`src/rtl/adcfg_pkg.sv`:
```
// adcfg_pkg: shared constants of the converter clock and range setup.
// assumes one system clock, clk_sys, at 40 MHz on both ends.
package adcfg_pkg;
  // ----------------------------------------------------------------
  // timing
  // ----------------------------------------------------------------
  localparam int CLK_SYS_KHZ = 40000; // system clock rate
  localparam int LOCK_TIME_US = 150; // pin lockout after source change
  // least time, rounded up to whole cycles
  localparam int LOCK_CYCLES = (LOCK_TIME_US * CLK_SYS_KHZ + 999) / 1000;
  localparam int EXT_HALF = 2; // host ext clock half period, cycles
  localparam int EXT_GUARD_PER = 4; // ext periods kept around a switch
  localparam int EXT_GUARD = EXT_GUARD_PER * 2 * EXT_HALF;
  // oscillator model: clk_sys cycles per core tick, low speed eight times slower
  localparam logic [3:0] OSC_DIV_HS = 4'h1;
  localparam logic [3:0] OSC_DIV_LS = 4'h8;
  localparam logic [3:0] PREDIV_ON = 4'h8; // external divide-by-eight
  localparam logic [3:0] PREDIV_OFF = 4'h1;
  // ----------------------------------------------------------------
  // device register map (link addresses)
  // ----------------------------------------------------------------
  localparam logic [1:0] ADR_SETUP_A = 2'h0;
  localparam logic [1:0] ADR_SETUP_B = 2'h1;
  localparam logic [1:0] ADR_STATUS = 2'h2;
  localparam logic [1:0] ADR_SETUP_D = 2'h3;
  // setup_reg_a fields
  localparam int A_SPAN = 0; // input_span_select
  localparam int A_REF = 1; // reference_span_select, 1 = high range
  localparam int A_PRECH = 2; // reference precharge buffer enable
  // setup_reg_b fields
  localparam int B_EXTRNG = 0; // extended range
  localparam int B_CLKSRC = 1; // 1 = external clock
  localparam int B_PREDIV = 2; // external clock divide by eight
  localparam int B_HSPEED = 3; // 1 = high-speed mode
  // setup_reg_d fields
  localparam int D_POL = 0; // polarity_mode_select, 1 = unipolar
  // status fields
  localparam int S_SAT = 0; // modulator_saturation_flag
  localparam int S_LOCK = 1; // control pins locked out
  localparam logic [7:0] RST_SETUP_A = 8'h00;
  localparam logic [7:0] RST_SETUP_B = 8'h08;
  localparam logic [7:0] RST_SETUP_D = 8'h00;
  // ----------------------------------------------------------------
  // host software port
  // ----------------------------------------------------------------
  localparam logic [2:0] H_CMD = 3'h0; // [12] read, [9:8] adr, [7:0] data
  localparam logic [2:0] H_STATUS = 3'h1; // sticky events, read clears
  localparam logic [2:0] H_MASK = 3'h2;
  localparam logic [2:0] H_VREF = 3'h3; // applied reference in mV
  localparam logic [2:0] H_CLKCTL = 3'h4; // [0] run external clock
  localparam logic [2:0] H_RDDATA = 3'h5;
  localparam logic [2:0] H_PINS = 3'h6; // [0] start, [1] reset
  localparam int CMD_RD = 12;
  localparam int EV_WDONE = 0;
  localparam int EV_RDONE = 1;
  localparam logic [15:0] VREF_LOW_MAX_MV = 16'h0ABE; // 2750 mV
endpackage : adcfg_pkg

```
`src/rtl/adcfg_if.sv`:
```
// adcfg_if: link between the host controller and the converter setup.
// assumes both ends run on the same clk_sys; no clocking block.
`timescale 1ns/1ps
interface adcfg_if;
  logic wr_stb; // one-cycle register write
  logic rd_stb; // one-cycle register read
  logic [1:0] addr; // register address
  logic [7:0] wdata; // write data
  logic [7:0] rdata; // read data, cycle after rd_stb
  logic ext_clk; // external clock pin level
  logic start_pin; // start control pin level
  logic reset_pin; // reset control pin level
  modport dev (
    input wr_stb, rd_stb, addr, wdata, ext_clk, start_pin, reset_pin,
    output rdata
  );
  modport host (
    output wr_stb, rd_stb, addr, wdata, ext_clk, start_pin, reset_pin,
    input rdata
  );
endinterface : adcfg_if

```
`src/rtl/adcfg_device.sv`:
```
// adcfg_device: converter end of the link; setup registers, clock tree,
// control-pin lockout, span selection and output code formatting.
// assumes the host drives the link on clk_sys and keeps its own rules.
//
// Implementation choices: the register offsets and strobed register access.
`timescale 1ns/1ps
module adcfg_device
  import adcfg_pkg::*;
#(
  parameter int LOCK_CYC = LOCK_CYCLES // lockout length in clk_sys
) (
  input wire logic clk_sys,
  input wire logic rst,
  adcfg_if.dev lnk,
  input wire logic sat_event, // modulator saturated this cycle
  input wire logic conv_stb, // raw result valid
  input wire logic signed [17:0] conv_raw, // 2^16 = selected full scale
  output logic core_clk, // core clock level
  output logic mod_clk, // modulator clock level
  output logic ref_bypass, // reference precharge buffer bypassed
  output logic span_2x, // effective span is double reference
  output logic [15:0] code, // formatted output code
  output logic code_valid, // one-cycle pulse with code
  output logic start_ok, // accepted start pin rise, pulse
  output logic reset_ok, // accepted reset pin rise, pulse
  output logic lockout // control pins currently ignored
);
  // ----------------------------------------------------------------
  // elaboration checks
  // ----------------------------------------------------------------
  if (LOCK_CYC < 1 || LOCK_CYC > 65535) begin : g_bad_lock
    $error("adcfg_device: LOCK_CYC out of range");
  end

  // ----------------------------------------------------------------
  // code formatting
  // ----------------------------------------------------------------
  // extended range shrinks the code by 4/5 so 1.25x scale hits the rails
  function automatic logic [15:0] fmt_code(
    input logic signed [17:0] raw,
    input logic ext,
    input logic unip
  );
    logic signed [35:0] prod; // raw times 0.8 in Q16
    logic signed [17:0] s; // value after range scaling
    logic signed [17:0] h; // bipolar half scale
    prod = raw * $signed(18'h0CCCD);
    s = ext ? prod[33:16] : raw;
    h = s >>> 1;
    fmt_code = 16'h0000;
    if (unip) begin
      // unipolar: negatives clip to zero, full 16 bits used
      if (s < 0) fmt_code = 16'h0000;
      else if (s > 18'sh0FFFF) fmt_code = 16'hFFFF;
      else fmt_code = s[15:0];
    end else begin
      // bipolar: 15 bits each sign, two's complement
      if (h > 18'sh07FFF) fmt_code = 16'h7FFF;
      else if (h < -18'sh08000) fmt_code = 16'h8000;
      else fmt_code = h[15:0];
    end
  endfunction : fmt_code

  // ----------------------------------------------------------------
  // registers
  // ----------------------------------------------------------------
  logic [7:0] setup_reg_a_r; // span, reference range, precharge
  logic [7:0] setup_reg_b_r; // extended range and clock control
  logic [7:0] setup_reg_d_r; // polarity
  logic sat_r; // sticky saturation flag
  logic [7:0] rdata_r; // read data for the cycle after rd_stb
  logic [15:0] lock_cnt_r; // remaining lockout cycles
  logic ext_q_r; // last ext_clk level
  logic start_q_r; // last start pin level
  logic reset_q_r; // last reset pin level

  // ----------------------------------------------------------------
  // decode
  // ----------------------------------------------------------------
  logic wr_a, wr_b, wr_d, rd_st; // strobes per register
  assign wr_a = lnk.wr_stb && lnk.addr == ADR_SETUP_A;
  assign wr_b = lnk.wr_stb && lnk.addr == ADR_SETUP_B;
  assign wr_d = lnk.wr_stb && lnk.addr == ADR_SETUP_D;
  assign rd_st = lnk.rd_stb && lnk.addr == ADR_STATUS;

  // named setting bits
  logic span_sel, ref_high, prech_en; // setup_reg_a fields
  logic ext_rng, clk_src, prediv, hspeed; // setup_reg_b fields
  logic unipolar; // setup_reg_d field
  assign span_sel = setup_reg_a_r[A_SPAN];
  assign ref_high = setup_reg_a_r[A_REF];
  assign prech_en = setup_reg_a_r[A_PRECH];
  assign ext_rng = setup_reg_b_r[B_EXTRNG];
  assign clk_src = setup_reg_b_r[B_CLKSRC];
  assign prediv = setup_reg_b_r[B_PREDIV];
  assign hspeed = setup_reg_b_r[B_HSPEED];
  assign unipolar = setup_reg_d_r[D_POL];

  // a write that flips the source bit starts the lockout
  logic src_change;
  assign src_change = wr_b && (lnk.wdata[B_CLKSRC] != clk_src);

  // read mux, status shows sticky flag and lockout
  logic [7:0] rd_mux;
  logic [7:0] status_v;
  assign status_v = {6'h00, lock_cnt_r != 16'h0000, sat_r};
  assign rd_mux = (lnk.addr == ADR_SETUP_A) ? setup_reg_a_r :
                  (lnk.addr == ADR_SETUP_B) ? setup_reg_b_r :
                  (lnk.addr == ADR_SETUP_D) ? setup_reg_d_r : status_v;

  // ----------------------------------------------------------------
  // register file
  // ----------------------------------------------------------------
  // reset brings the internal oscillator back
  always_ff @(posedge clk_sys or posedge rst) begin
    if (rst) begin
      setup_reg_a_r <= RST_SETUP_A;
      setup_reg_b_r <= RST_SETUP_B;
      setup_reg_d_r <= RST_SETUP_D;
    end else begin
      if (wr_a) setup_reg_a_r <= lnk.wdata;
      if (wr_b) setup_reg_b_r <= lnk.wdata;
      if (wr_d) setup_reg_d_r <= lnk.wdata;
    end
  end

  // read data stands only in the cycle after the strobe
  always_ff @(posedge clk_sys or posedge rst) begin
    if (rst) begin
      rdata_r <= 8'h00;
    end else begin
      rdata_r <= lnk.rd_stb ? rd_mux : 8'h00;
    end
  end
  assign lnk.rdata = rdata_r;

  // sticky flag, a new event wins over the clearing read
  always_ff @(posedge clk_sys or posedge rst) begin
    if (rst) begin
      sat_r <= 1'b0;
    end else begin
      sat_r <= sat_event | (sat_r & ~rd_st);
    end
  end

  // ----------------------------------------------------------------
  // clock tree
  // ----------------------------------------------------------------
  logic osc_tick; // internal oscillator tick
  logic ext_tick; // external clock after predivide
  logic ext_rise; // external clock rising edge
  logic core_tick; // selected core clock event
  assign ext_rise = lnk.ext_clk & ~ext_q_r;

  // oscillator runs eight times slower in low speed
  adcfg_tick_div #(.W(4)) u_osc (
    .clk_sys(clk_sys),
    .rst(rst),
    .en(1'b1),
    .div(hspeed ? OSC_DIV_HS : OSC_DIV_LS),
    .tick(osc_tick)
  );

  // divide-by-eight on the external pin when asked
  adcfg_tick_div #(.W(4)) u_prediv (
    .clk_sys(clk_sys),
    .rst(rst),
    .en(ext_rise),
    .div(prediv ? PREDIV_ON : PREDIV_OFF),
    .tick(ext_tick)
  );

  // the source switch relies on the host keeping the pin alive
  assign core_tick = clk_src ? ext_tick : osc_tick;

  // core clock toggles on each tick, modulator on each core rise
  always_ff @(posedge clk_sys or posedge rst) begin
    if (rst) begin
      ext_q_r <= 1'b0;
      core_clk <= 1'b0;
      mod_clk <= 1'b0;
    end else begin
      ext_q_r <= lnk.ext_clk;
      if (core_tick) core_clk <= ~core_clk;
      if (core_tick && !core_clk) mod_clk <= ~mod_clk;
    end
  end

  // sample phase is mod_clk high; its second half has core_clk low
  always_ff @(posedge clk_sys or posedge rst) begin
    if (rst) begin
      ref_bypass <= 1'b0;
    end else begin
      ref_bypass <= prech_en & mod_clk & ~core_clk;
    end
  end

  // ----------------------------------------------------------------
  // control pin lockout
  // ----------------------------------------------------------------
  // counted on clk_sys so a stopped external clock cannot stretch it
  always_ff @(posedge clk_sys or posedge rst) begin
    if (rst) begin
      lock_cnt_r <= 16'h0000;
    end else if (src_change) begin
      lock_cnt_r <= 16'(LOCK_CYC);
    end else if (lock_cnt_r != 16'h0000) begin
      lock_cnt_r <= lock_cnt_r - 16'h0001;
    end
  end

  // pin rises inside the lockout are dropped, not deferred
  always_ff @(posedge clk_sys or posedge rst) begin
    if (rst) begin
      start_q_r <= 1'b0;
      reset_q_r <= 1'b0;
      start_ok <= 1'b0;
      reset_ok <= 1'b0;
      lockout <= 1'b0;
    end else begin
      start_q_r <= lnk.start_pin;
      reset_q_r <= lnk.reset_pin;
      lockout <= src_change | (lock_cnt_r > 16'h0001);
      start_ok <= lnk.start_pin & ~start_q_r &
                  (lock_cnt_r == 16'h0000);
      reset_ok <= lnk.reset_pin & ~reset_q_r &
                  (lock_cnt_r == 16'h0000);
    end
  end

  // ----------------------------------------------------------------
  // span and output code
  // ----------------------------------------------------------------
  // high reference range overrides the double span
  always_ff @(posedge clk_sys or posedge rst) begin
    if (rst) begin
      span_2x <= 1'b0;
      code <= 16'h0000;
      code_valid <= 1'b0;
    end else begin
      span_2x <= span_sel & ~ref_high;
      code_valid <= conv_stb;
      if (conv_stb) code <= fmt_code(conv_raw, ext_rng, unipolar);
    end
  end
endmodule : adcfg_device

```
`src/rtl/adcfg_tick_div.sv`:
```
// adcfg_tick_div: counts enable pulses, emits a tick every div of them.
// assumes div is held steady by the caller; div of 0 acts as 1.
`timescale 1ns/1ps
module adcfg_tick_div #(
  parameter int W = 4
) (
  input wire logic clk_sys,
  input wire logic rst,
  input wire logic en,
  input wire logic [W-1:0] div,
  output logic tick
);
  logic [W-1:0] cnt_r; // pulses seen in this period
  logic last; // this pulse closes the period
  assign last = (cnt_r + W'(1) >= div);
  // ----------------------------------------------------------------
  // counter
  // ----------------------------------------------------------------
  always_ff @(posedge clk_sys or posedge rst) begin
    if (rst) begin
      cnt_r <= '0;
      tick <= 1'b0;
    end else begin
      tick <= en & last;
      if (en) begin
        cnt_r <= last ? '0 : cnt_r + W'(1);
      end
    end
  end
endmodule : adcfg_tick_div

```
`src/flat_wrapper.sv`:
```
// flat-port wrapper written by rule: the top's interface ports become plain ports
module adcfg_device_flat import adcfg_pkg::*;
#(
  parameter int LOCK_CYC = LOCK_CYCLES                             
)
  (clk_sys, rst, sat_event, conv_stb, conv_raw, core_clk, mod_clk, ref_bypass, span_2x, code, code_valid, start_ok, reset_ok, lockout, lnk_wr_stb, lnk_rd_stb, lnk_addr, lnk_wdata, lnk_ext_clk, lnk_start_pin, lnk_reset_pin, lnk_rdata);
  adcfg_if lnk_i ();
  input wire logic clk_sys;
  input wire logic rst;
  input wire logic sat_event;
  input wire logic conv_stb;
  input wire logic signed [17:0] conv_raw;
  output logic core_clk;
  output logic mod_clk;
  output logic ref_bypass;
  output logic span_2x;
  output logic [15:0] code;
  output logic code_valid;
  output logic start_ok;
  output logic reset_ok;
  output logic lockout;
  input wire logic [$bits(lnk_i.wr_stb)-1:0] lnk_wr_stb;
  input wire logic [$bits(lnk_i.rd_stb)-1:0] lnk_rd_stb;
  input wire logic [$bits(lnk_i.addr)-1:0] lnk_addr;
  input wire logic [$bits(lnk_i.wdata)-1:0] lnk_wdata;
  input wire logic [$bits(lnk_i.ext_clk)-1:0] lnk_ext_clk;
  input wire logic [$bits(lnk_i.start_pin)-1:0] lnk_start_pin;
  input wire logic [$bits(lnk_i.reset_pin)-1:0] lnk_reset_pin;
  output wire logic [$bits(lnk_i.rdata)-1:0] lnk_rdata;
  assign lnk_i.wr_stb = lnk_wr_stb;
  assign lnk_i.rd_stb = lnk_rd_stb;
  assign lnk_i.addr = lnk_addr;
  assign lnk_i.wdata = lnk_wdata;
  assign lnk_i.ext_clk = lnk_ext_clk;
  assign lnk_i.start_pin = lnk_start_pin;
  assign lnk_i.reset_pin = lnk_reset_pin;
  assign lnk_rdata = lnk_i.rdata;
  adcfg_device #(.LOCK_CYC(LOCK_CYC)) u_core (.clk_sys(clk_sys), .rst(rst), .lnk(lnk_i), .sat_event(sat_event), .conv_stb(conv_stb), .conv_raw(conv_raw), .core_clk(core_clk), .mod_clk(mod_clk), .ref_bypass(ref_bypass), .span_2x(span_2x), .code(code), .code_valid(code_valid), .start_ok(start_ok), .reset_ok(reset_ok), .lockout(lockout));
endmodule
```
`config.mk`:
```
export PLATFORM = sky130hd
export DESIGN_NAME = adcfg_device_flat
export DESIGN_NICKNAME = d
export VERILOG_FILES = /design/src/rtl/adcfg_pkg.sv /design/src/rtl/adcfg_if.sv /design/src/rtl/adcfg_device.sv /design/src/rtl/adcfg_tick_div.sv /design/src/flat_wrapper.sv
export SDC_FILE = /design/constraint.sdc
export NUM_CORES = 1
export LEC_CHECK = 0
export BUFFER_PORTS_ARGS = -buffer_cell sky130_fd_sc_hd__buf_4
export CAP_MARGIN = 20
export CORE_MARGIN = 1.5
export CORE_UTILIZATION = 25
export DETAILED_ROUTE_END_ITERATION = 8
export PLACE_DENSITY = 0.44
export SYNTH_ARGS = -nofsm -noshare
export SYNTH_HDL_FRONTEND = slang
export SYNTH_HIERARCHICAL = 1
export SYNTH_SLANG_ARGS = --single-unit
export TNS_END_PERCENT = 5
```
`constraint.sdc`:
```
create_clock -name clk_sys -period 3.2 [get_ports clk_sys]
set_input_delay 0.32 -clock clk_sys [delete_from_list [all_inputs] [get_ports clk_sys]]
set_output_delay 0.32 -clock clk_sys [all_outputs]
set_load 0.02 [all_outputs]
```
=== Word-level counts from Yosys, hierarchy flattened ===
Cells that the tools add are included.

* Register bits after elaboration: 86
* Latch bits: 0
* RAM bits: 0
* Memory bits (read-only): 0
* Bits of input ports: 37
* Word-level logic and storage cells: 84
* Memories kept: 0

* Add/subtract/negate cells: 3
* Multipliers: 1
* Divide/modulo/power cells: 0
* Order comparisons: 7
* Equal/unequal tests: 4
* Shift operators: 0
* Mux-type cells: 17
* Bitwise operators: 19
* Reductions and logical operators: 11

{| class="wikitable"
|+ Operators with widths
! kind !! number
|-
| $mux 16 || 7
|-
| $mul 18x17->34 const B || 1
|-
| $mux 8 || 4
|-
| $gt 18x17->1 const B || 1
|-
| $lt 18x1->1 const B || 1
|-
| $mux 18 || 1
|-
| $gt 17x16->1 const B || 1
|-
| $lt 17x16->1 const B || 1
|-
| $gt 16x1->1 const B || 1
|-
| $logic_not 16->1 || 1
|-
| $mux 4 || 4
|-
| $reduce_bool 16->1 || 1
|-
| $sub 16x1->16 const B || 1
|-
| $and 1x1->1 || 10
|-
| $add 4x1->4 const B || 2
|-
| $ge 4x4->1 || 2
|-
| $not 1->1 || 7
|-
| $logic_and 1x1->1 || 6
|-
| $eq 2x2->1 const B || 2
|-
| $eq 2x1->1 const B || 1
|-
| $logic_not 2->1 || 1
|-
| $or 1x1->1 || 2
|-
| $reduce_bool 2->1 || 1
|-
| $logic_not 1->1 || 1
|-
| 2 further kinds || 2
|}

=== Depth between registers and ports, before layout ===
Gate-level depths: netlist of the first run.

* Depth after elaboration: 6
* Gate-level depth with buffers: 24

=== Hierarchy ===
Netlist of the first run, hierarchy kept.

{| class="wikitable"
|+ Modules (own cells, without submodules)
! module !! instances !! cells an instance !! area each (sq um)
|-
| adcfg_device || 1 || 998 || 9564.2
|-
| adcfg_tick_div || 2 || 33 || 340.3
|}

=== Worst setup path after synthesis of the first run ===
No wires, ideal clock.

* Path type: input to register
* Start: in conv_raw[1]
* End: reg u_core.code[15]
* Setup time: 0.126 ns
* Arrival time: 5.819 ns
* Required time: 3.074 ns
* Path slack: -2.745 ns
* Stages on the path: 20
* Path buffers: 1
* Cells stage by stage: ha_1 -> xor2_1 -> ha_1 -> fa_1 -> fa_1 -> fa_1 -> inv_1 -> fa_1 -> inv_1 -> ha_1 -> buf_6 -> nand2_2 -> or3_1 -> or4_1 -> a2bb2oi_1 -> and4_4 -> or2_4 -> a21boi_2 -> o21ai_0 -> o32a_1

* Longest elaborated chain between the ends: 6
* Elaborated cells on any way between the ends: 11
* Classes of those cells: mul (1); order compare (4); mux (6)

{| class="wikitable"
|+ Ends and longest elaborated chain
! what !! line !! RTL
|-
| from (decl) || flat_wrapper.sv:12 || <nowiki>input wire logic signed [17:0] conv_raw;</nowiki>
|-
| $mul 18x17->34 || adcfg_device.sv:47 || <nowiki>prod = raw * $signed(18'h0CCCD);</nowiki>
|-
| $mux 18 * || adcfg_device.sv:48 || <nowiki>s = ext ? prod[33:16] : raw;</nowiki>
|-
| $gt 18x17->1 / $lt 17x16->1 (equally long branches) || adcfg_device.sv:54, adcfg_device.sv:59 ||
|-
| $mux 16 (on tied branches) || adcfg_device.sv:54, adcfg_device.sv:59 ||
|-
| $mux 16 (on tied branches) || adcfg_device.sv:53, adcfg_device.sv:58 ||
|-
| $mux 16 * || adcfg_device.sv:51 || <nowiki>if (unip) begin</nowiki>
|-
| to (signal assigned) || adcfg_device.sv:243 || <nowiki>if (conv_stb) code <= fmt_code(conv_raw, ext_rng, unipolar);</nowiki>
|-
| to (decl) || adcfg_device.sv:22 || <nowiki>output logic [15:0] code,</nowiki>
|}

Mark *: on every way between the ends. The rest lies on a longest branch, timed or not.
A chain may end at the register's enable or synchronous reset.

=== Worst setup path in the final report of the first run ===
* Start: in conv_raw[11]
* End: reg u_core.code[13]

The elaborated chain is that of the path after synthesis.

==> results of run 1 <==
metal layers:
metal  vias to the layer above  share of wire, %
met5                         -                 0
met4                         0               1.0
met3                        17               2.6
met2                        91                49
met1                      3981                47
li1                       4085                 -
state kept, by name, summed over array words and instances, names as in the netlist, 4 cells and up:
register / cells
u_core/u_prediv/cnt_r: 4
u_core/setup_reg_a_r: 8
u_core/lock_cnt_r: 16
u_core/setup_reg_d_r: 8
u_core/code: 16
u_core/setup_reg_b_r: 8
u_core/lnk.rdata: 8
u_core/u_osc/cnt_r: 4
Yosys cell counts, types with 10 or more instances:
master and count:
nand2b_1 11, xor2_1 38, a21o_1 13, fa_1 90
mux2_2 31, nand2_1 61, inv_1 201, nand3_1 17
nor2_1 31, mux2i_1 14, o21ai_0 32, and2_1 16
nor2b_1 23, dfrtp_1 85, ha_1 144, xnor2_1 36
clkbuf_1 10, a21oi_1 40, nor3_1 19
kinds of logic after synthesis:
| family | synth area share [%] |
|---|---|
| and+or+nand+nor | 10.8 |
| buffers and inverters | 8.89 |
| muxes | 5.36 |
| xor gates and xnor gates | 6.33 |
| adders and majority gates | 35.3 |
| DFF | 21.0 |
| AOI/OAI and AO/OA | 12.2 |
| other | 0.0733 |
through the flow:
step                worst slack [ns]  instances  utilization [%]
finish                         -2.36       1859             34.6
global route                   -2.53       1859             34.6
CTS                            -2.40       1853             33.9
detailed placement             -2.93       1832             32.4
global placement               -2.94       1832             32.4
floorplan                      -2.40       1071                -
final cells by class:
| class | instances | area, um^2 | share of cell area, % |
|---|---|---|---|
| well taps | 525 | 657 | 4.73 |
| inverters | 203 | 772 | 5.56 |
| clock buffers | 10 | 239 | 1.72 |
| multi-input cells | 760 | 7880 | 56.7 |
| repair buffers | 269 | 2070 | 14.9 |
| clock inverters | 6 | 116 | 0.838 |
| flip-flops and latches | 86 | 2150 | 15.5 |
worst max-delay path by stage:
| stage | depth (start not counted) | slack (ns) | start | end |
|---|---|---|---|---|
| after floorplan | 20 | -2.40 | conv_raw[1] | u_core/code[4] |
| after global placement | 22 | -2.94 | conv_raw[13] | u_core/code[15] |
| after detailed placement | 19 | -2.93 | conv_raw[7] | u_core/code[7] |
| after CTS | 21 | -2.40 | conv_raw[1] | u_core/code[13] |
| after global routing | 23 | -2.53 | conv_raw[1] | u_core/code[13] |
| final | 20 | -2.36 | conv_raw[11] | u_core/code[13] |
timing repair:
item	4_1_cts	5_1_grt
endpoints found under the setup margin	16	16
gates cloned	0	0
gates resized for setup	43	38
setup buffers	5	5
hold buffers	1	0
hold endpoints to repair	10	0
pin swaps	49	36
==> impl_metrics.json, run 1 <==
{
  "vias_per_cell": 4.40,
  "gr-usage-all-layers_pct": 14.8,
  "routed_wl_mm": 29.8,
  "synth_flop_cell": "dfrtp_1",
  "gp_congestion": 0.826,
  "overflow": 0,
  "critPathMaxFanout": 7,
  "maxCapViolCount": 0,
  "stdcell_area_mm2": 0.0139,
  "crit_buf_inv": 4,
  "crit_path_frequent_cell": "fa_1",
  "busiest_layer": "met2",
  "timing.hold.ws_ns": 0.0944,
  "synth_cell_types": 81,
  "tightest_slew_ns": 0.742,
  "setup_viol": 16,
  "use_met2_pct": 25.5,
  "grt_use_met1_pct": 20.3,
  "rsz0062_at_grt": "true",
  "syn_inst": 1064,
  "insertion_delay_ns": 0.34,
  "drv_slew": 0,
  "hold_path.class": "input port to register",
  "syn_avg_cell_area_um2": 9.63,
  "diodes": 0,
  "final_nets": 1600,
  "grt_pass1_wl_mm": 48.0,
  "synth_edf_count": 0,
  "relSlewSlack_pct": 50.4,
  "ys_warn_count": 6,
  "grt_max_degree": 60,
  "htreeDepth": 3,
  "synth_top_area_share_pct": 20.8,
  "first_pass_iters": 4,
  "clk_path_buf_depth": 2,
  "cpLargestDelayFamily": "adder cells",
  "synth_seq_cells": 86,
  "fin_ws_ns": -2.36,
  "r2r_slack_ns": 0.57,
  "dp_hpwl_mm": 25.0,
  "violations": "setup timing",
  "drive_gt1_share_pct": 32.2,
  "numPortBuffers": 68,
  "cp.arrival_ns": 5.79,
  "core.rowCount": 73,
  "syn-cell-area_mm2": 0.0102,
  "clk_pin_slew_ns": 0.07,
  "yosysTopAreaCell": "dfrtp_1",
  "rr_worst_depth": 7,
  "syn_to_final_growth_pct": 35.6,
  "final_cell_mix": "buf_4, inv_1, ha_1",
  "max_freq_ghz": 0.180,
  "drc": 0,
  "async_reset_ff_share_pct": 100,
  "root_buffer": "clkbuf_16",
  "dieWidth_um": 205,
  "fillers": 4115,
  "worst_hold_path.endpoint": "u_core/ext_q_r",
  "io_pins": 69,
  "whs_path_depth": 1,
  "cpPeakStageDelay_ns": 0.58,
  "drt_iter0_drc": 309,
  "die_area_mm2": 0.0422,
  "cts_buffers": 9,
  "cts_tree": "built",
  "place_area_mm2": 0.0130,
  "rr_endpoint": "u_core/lnk.rdata[1]",
  "grtUsageMet3_pct": 1.58,
  "status": "finished with violations",
  "synth_seq_area_share_pct": 21.0,
  "cp-end-kind": "register",
  "post_drt_wl_per_cell_um": 16.0,
  "min_period_over_period_pct": 174,
  "clock_skew_ns": 0.00897,
  "coreArea_mm2": 0.0401,
  "die_h_um": 205,
  "synth_area_leaders": "dfrtp_1, fa_1, ha_1",
  "antenna_found_initial": 0,
  "grt_pass1_vias": 8623,
  "cpMaxStageDelayCell": "fa_1",
  "final_common_cell": "buf_4",
  "cp_data_required_time_ns": 3.42,
  "ant_nets": 0,
  "fin_crit_ns": 5.56,
  "hold_violations": 0,
  "cts_num_sinks": 86,
  "regToRegStartpoint": "u_core/lock_cnt_r[10]",
  "hold_start": "lnk_ext_clk",
  "worstPathCellList": "buf_4 > ha_4 > fa_1 > fa_1 > fa_1 > inv_1 > fa_1 > fa_1 > inv_2 > ha_4 > and4_4 > nand2_2 > or4_4 > a2bb2oi_4 > a22oi_2 > o41ai_4 > buf_6 > a211o_1 > nor2b_1 > a211o_1",
  "start_kind": "input port",
  "vias": 8174,
  "path_class": "input port to register",
  "setup_tns_ns": -36.15,
  "initial_utilization_pct": 25.5
}
Power of run 1 is left out: the tool's default activity adds up to more than one toggle a clock period on the data nets, which glitch-free logic cannot reach.
==> run 2: changes to the inputs <==
--- a/config.mk
+++ b/config.mk
@@ -7,9 +7,10 @@
 export LEC_CHECK = 0
 export BUFFER_PORTS_ARGS = -buffer_cell sky130_fd_sc_hd__buf_4
 export CAP_MARGIN = 20
-export CORE_MARGIN = 1.5
+export CORE_MARGIN = 10
 export CORE_UTILIZATION = 25
 export DETAILED_ROUTE_END_ITERATION = 8
+export GPL_TIMING_DRIVEN = 0
 export PLACE_DENSITY = 0.44
 export SYNTH_ARGS = -nofsm -noshare
 export SYNTH_HDL_FRONTEND = slang
==> impl_metrics.json, run 2 (synthesis results as in run 1) <==
{
  "gr-usage-all-layers_pct": 11.9,
  "cp_data_required_time_ns": 3.40,
  "drive_gt1_share_pct": 23.4,
  "clk_pin_slew_ns": 0.07,
  "setup_tns_ns": -37.18,
  "drt_iter0_drc": 312,
  "fin_ws_ns": -2.39,
  "final_nets": 1458,
  "crit_path_frequent_cell": "fa_1",
  "cts_tree": "built",
  "worst_hold_path.endpoint": "u_core/ext_q_r",
  "die_h_um": 222,
  "hold_violations": 0,
  "insertion_delay_ns": 0.33,
  "setup_viol": 16,
  "numPortBuffers": 68,
  "cp.arrival_ns": 5.79,
  "htreeDepth": 3,
  "crit_buf_inv": 7,
  "fin_cells": 1724,
  "path_class": "input port to register",
  "rr_worst_depth": 9,
  "maxCapViolCount": 0,
  "status": "finished with violations",
  "final_common_cell": "inv_1",
  "antenna_found_initial": 1,
  "grt_max_degree": 56,
  "core.rowCount": 74,
  "first_pass_iters": 5,
  "tightest_slew_ns": 0.807,
  "die_area_mm2": 0.0495,
  "start_kind": "input port",
  "initial_utilization_pct": 25.2,
  "clk_path_buf_depth": 2,
  "worstPathCellList": "buf_12 > ha_4 > xor2_4 > ha_4 > nand2b_4 > fa_1 > fa_1 > fa_1 > inv_1 > fa_1 > inv_2 > ha_4 > buf_6 > a21o_1 > a221oi_4 > o22ai_2 > or3_1 > o211ai_1 > buf_4 > o41ai_4 > buf_6 > buf_4 > a311oi_1 > o22ai_1",
  "vias": 7733,
  "routed_wl_mm": 29.2,
  "critPathMaxFanout": 8,
  "clock_skew_ns": 0.00489,
  "final_cell_mix": "inv_1, ha_1, buf_4, fa_1, dfrtp_1",
  "syn_to_final_growth_pct": 26.8,
  "grt_pass1_vias": 8459,
  "max_freq_ghz": 0.179,
  "diodes": 0,
  "cts_num_sinks": 86,
  "io_pins": 69,
  "coreArea_mm2": 0.0406,
  "cpPeakStageDelay_ns": 0.54,
  "final_util_pct": 32.0,
  "drv_slew": 0,
  "dp_cells": 1672,
  "dp_hpwl_mm": 24.0,
  "post-place-ws_ns": -3.30,
  "root_buffer": "clkbuf_16",
  "cpMaxStageDelayCell": "fa_1",
  "rr_endpoint": "u_core/lock_cnt_r[13]",
  "gp_congestion": 0.827,
  "cts_buffers": 9,
  "cpLargestDelayFamily": "adder cells",
  "violations": "setup timing",
  "vias_per_cell": 4.49,
  "r2r_slack_ns": 0.37,
  "hold_start": "lnk_ext_clk",
  "hold_path.class": "input port to register",
  "path_depth": 24,
  "fin_crit_ns": 5.59,
  "grt_pass1_wl_mm": 47.7,
  "dieWidth_um": 222,
  "post_drt_wl_per_cell_um": 16.9,
  "regToRegStartpoint": "u_core/lock_cnt_r[10]",
  "relSlewSlack_pct": 44.8,
  "ant_nets": 0,
  "overflow": 0,
  "drc": 0,
  "whs_path_depth": 1,
  "rsz0062_at_grt": "true",
  "cp-end-kind": "register",
  "min_period_over_period_pct": 175,
  "top_regs": "u_core/code (16), u_core/lock_cnt_r (16)"
}
==> run 2: changes by cell type in the layout (fill, tap and decap cells not counted), sizes merged <==
cell / delta
buf: -154
clkbuf: +11
bufinv: -2
clkinv: +2
clkinvlp: -1
dlygate4sd1: +1
inv: +1
==> run 2: per-layer routing <==
layer	vias up	global-route usage [%]	wire length [um]
li1	3800	-	-
met1	3844	15.5	13900
met2	72	21.3	14500
met3	15	1.38	588
met4	2	1.24	172
met5	-	0	20
==> run 2: worst max-delay path by stage <==
stage                       startpoint              end
after floorplan            conv_raw[1]   u_core/code[4]
after global placement     conv_raw[4]  u_core/code[15]
after detailed placement   conv_raw[4]  u_core/code[15]
after CTS                 conv_raw[10]   u_core/code[9]
after global routing       conv_raw[4]  u_core/code[15]
final                      conv_raw[2]  u_core/code[11]
==> run 2: through the flow <==
step / instance area (um^2) / hold WS (ns)
finish: 13000 / 0.0927
global route: 13000 / 0.0729
CTS: 12800 / 0.0797
detailed placement: 11800 / 0.281
global placement: 11700 / 0.261
floorplan: 10500 / 0.0985
==> run 2: what timing repair did <==
action                                  4_1_cts  5_1_grt
hold buffers                                  1        0
hold endpoints to repair                     31        0
resized for setup                            95       29
buffers inserted                             23       12
endpoints found under the setup margin       16       16
pin swaps                                    55       59
==> run 2: final cells by class <==
class | instances | area (um^2)
well taps | 532 | 666
fillers | 4207 | 27700
clock buffers | 10 | 239
multi-input cells | 760 | 8000
flip-flops and latches | 86 | 2150
inverters | 203 | 772
plain buffers | 22 | 156
clock inverters | 6 | 68.8
repair buffers | 105 | 930
Power of run 2 is left out for the same reason.
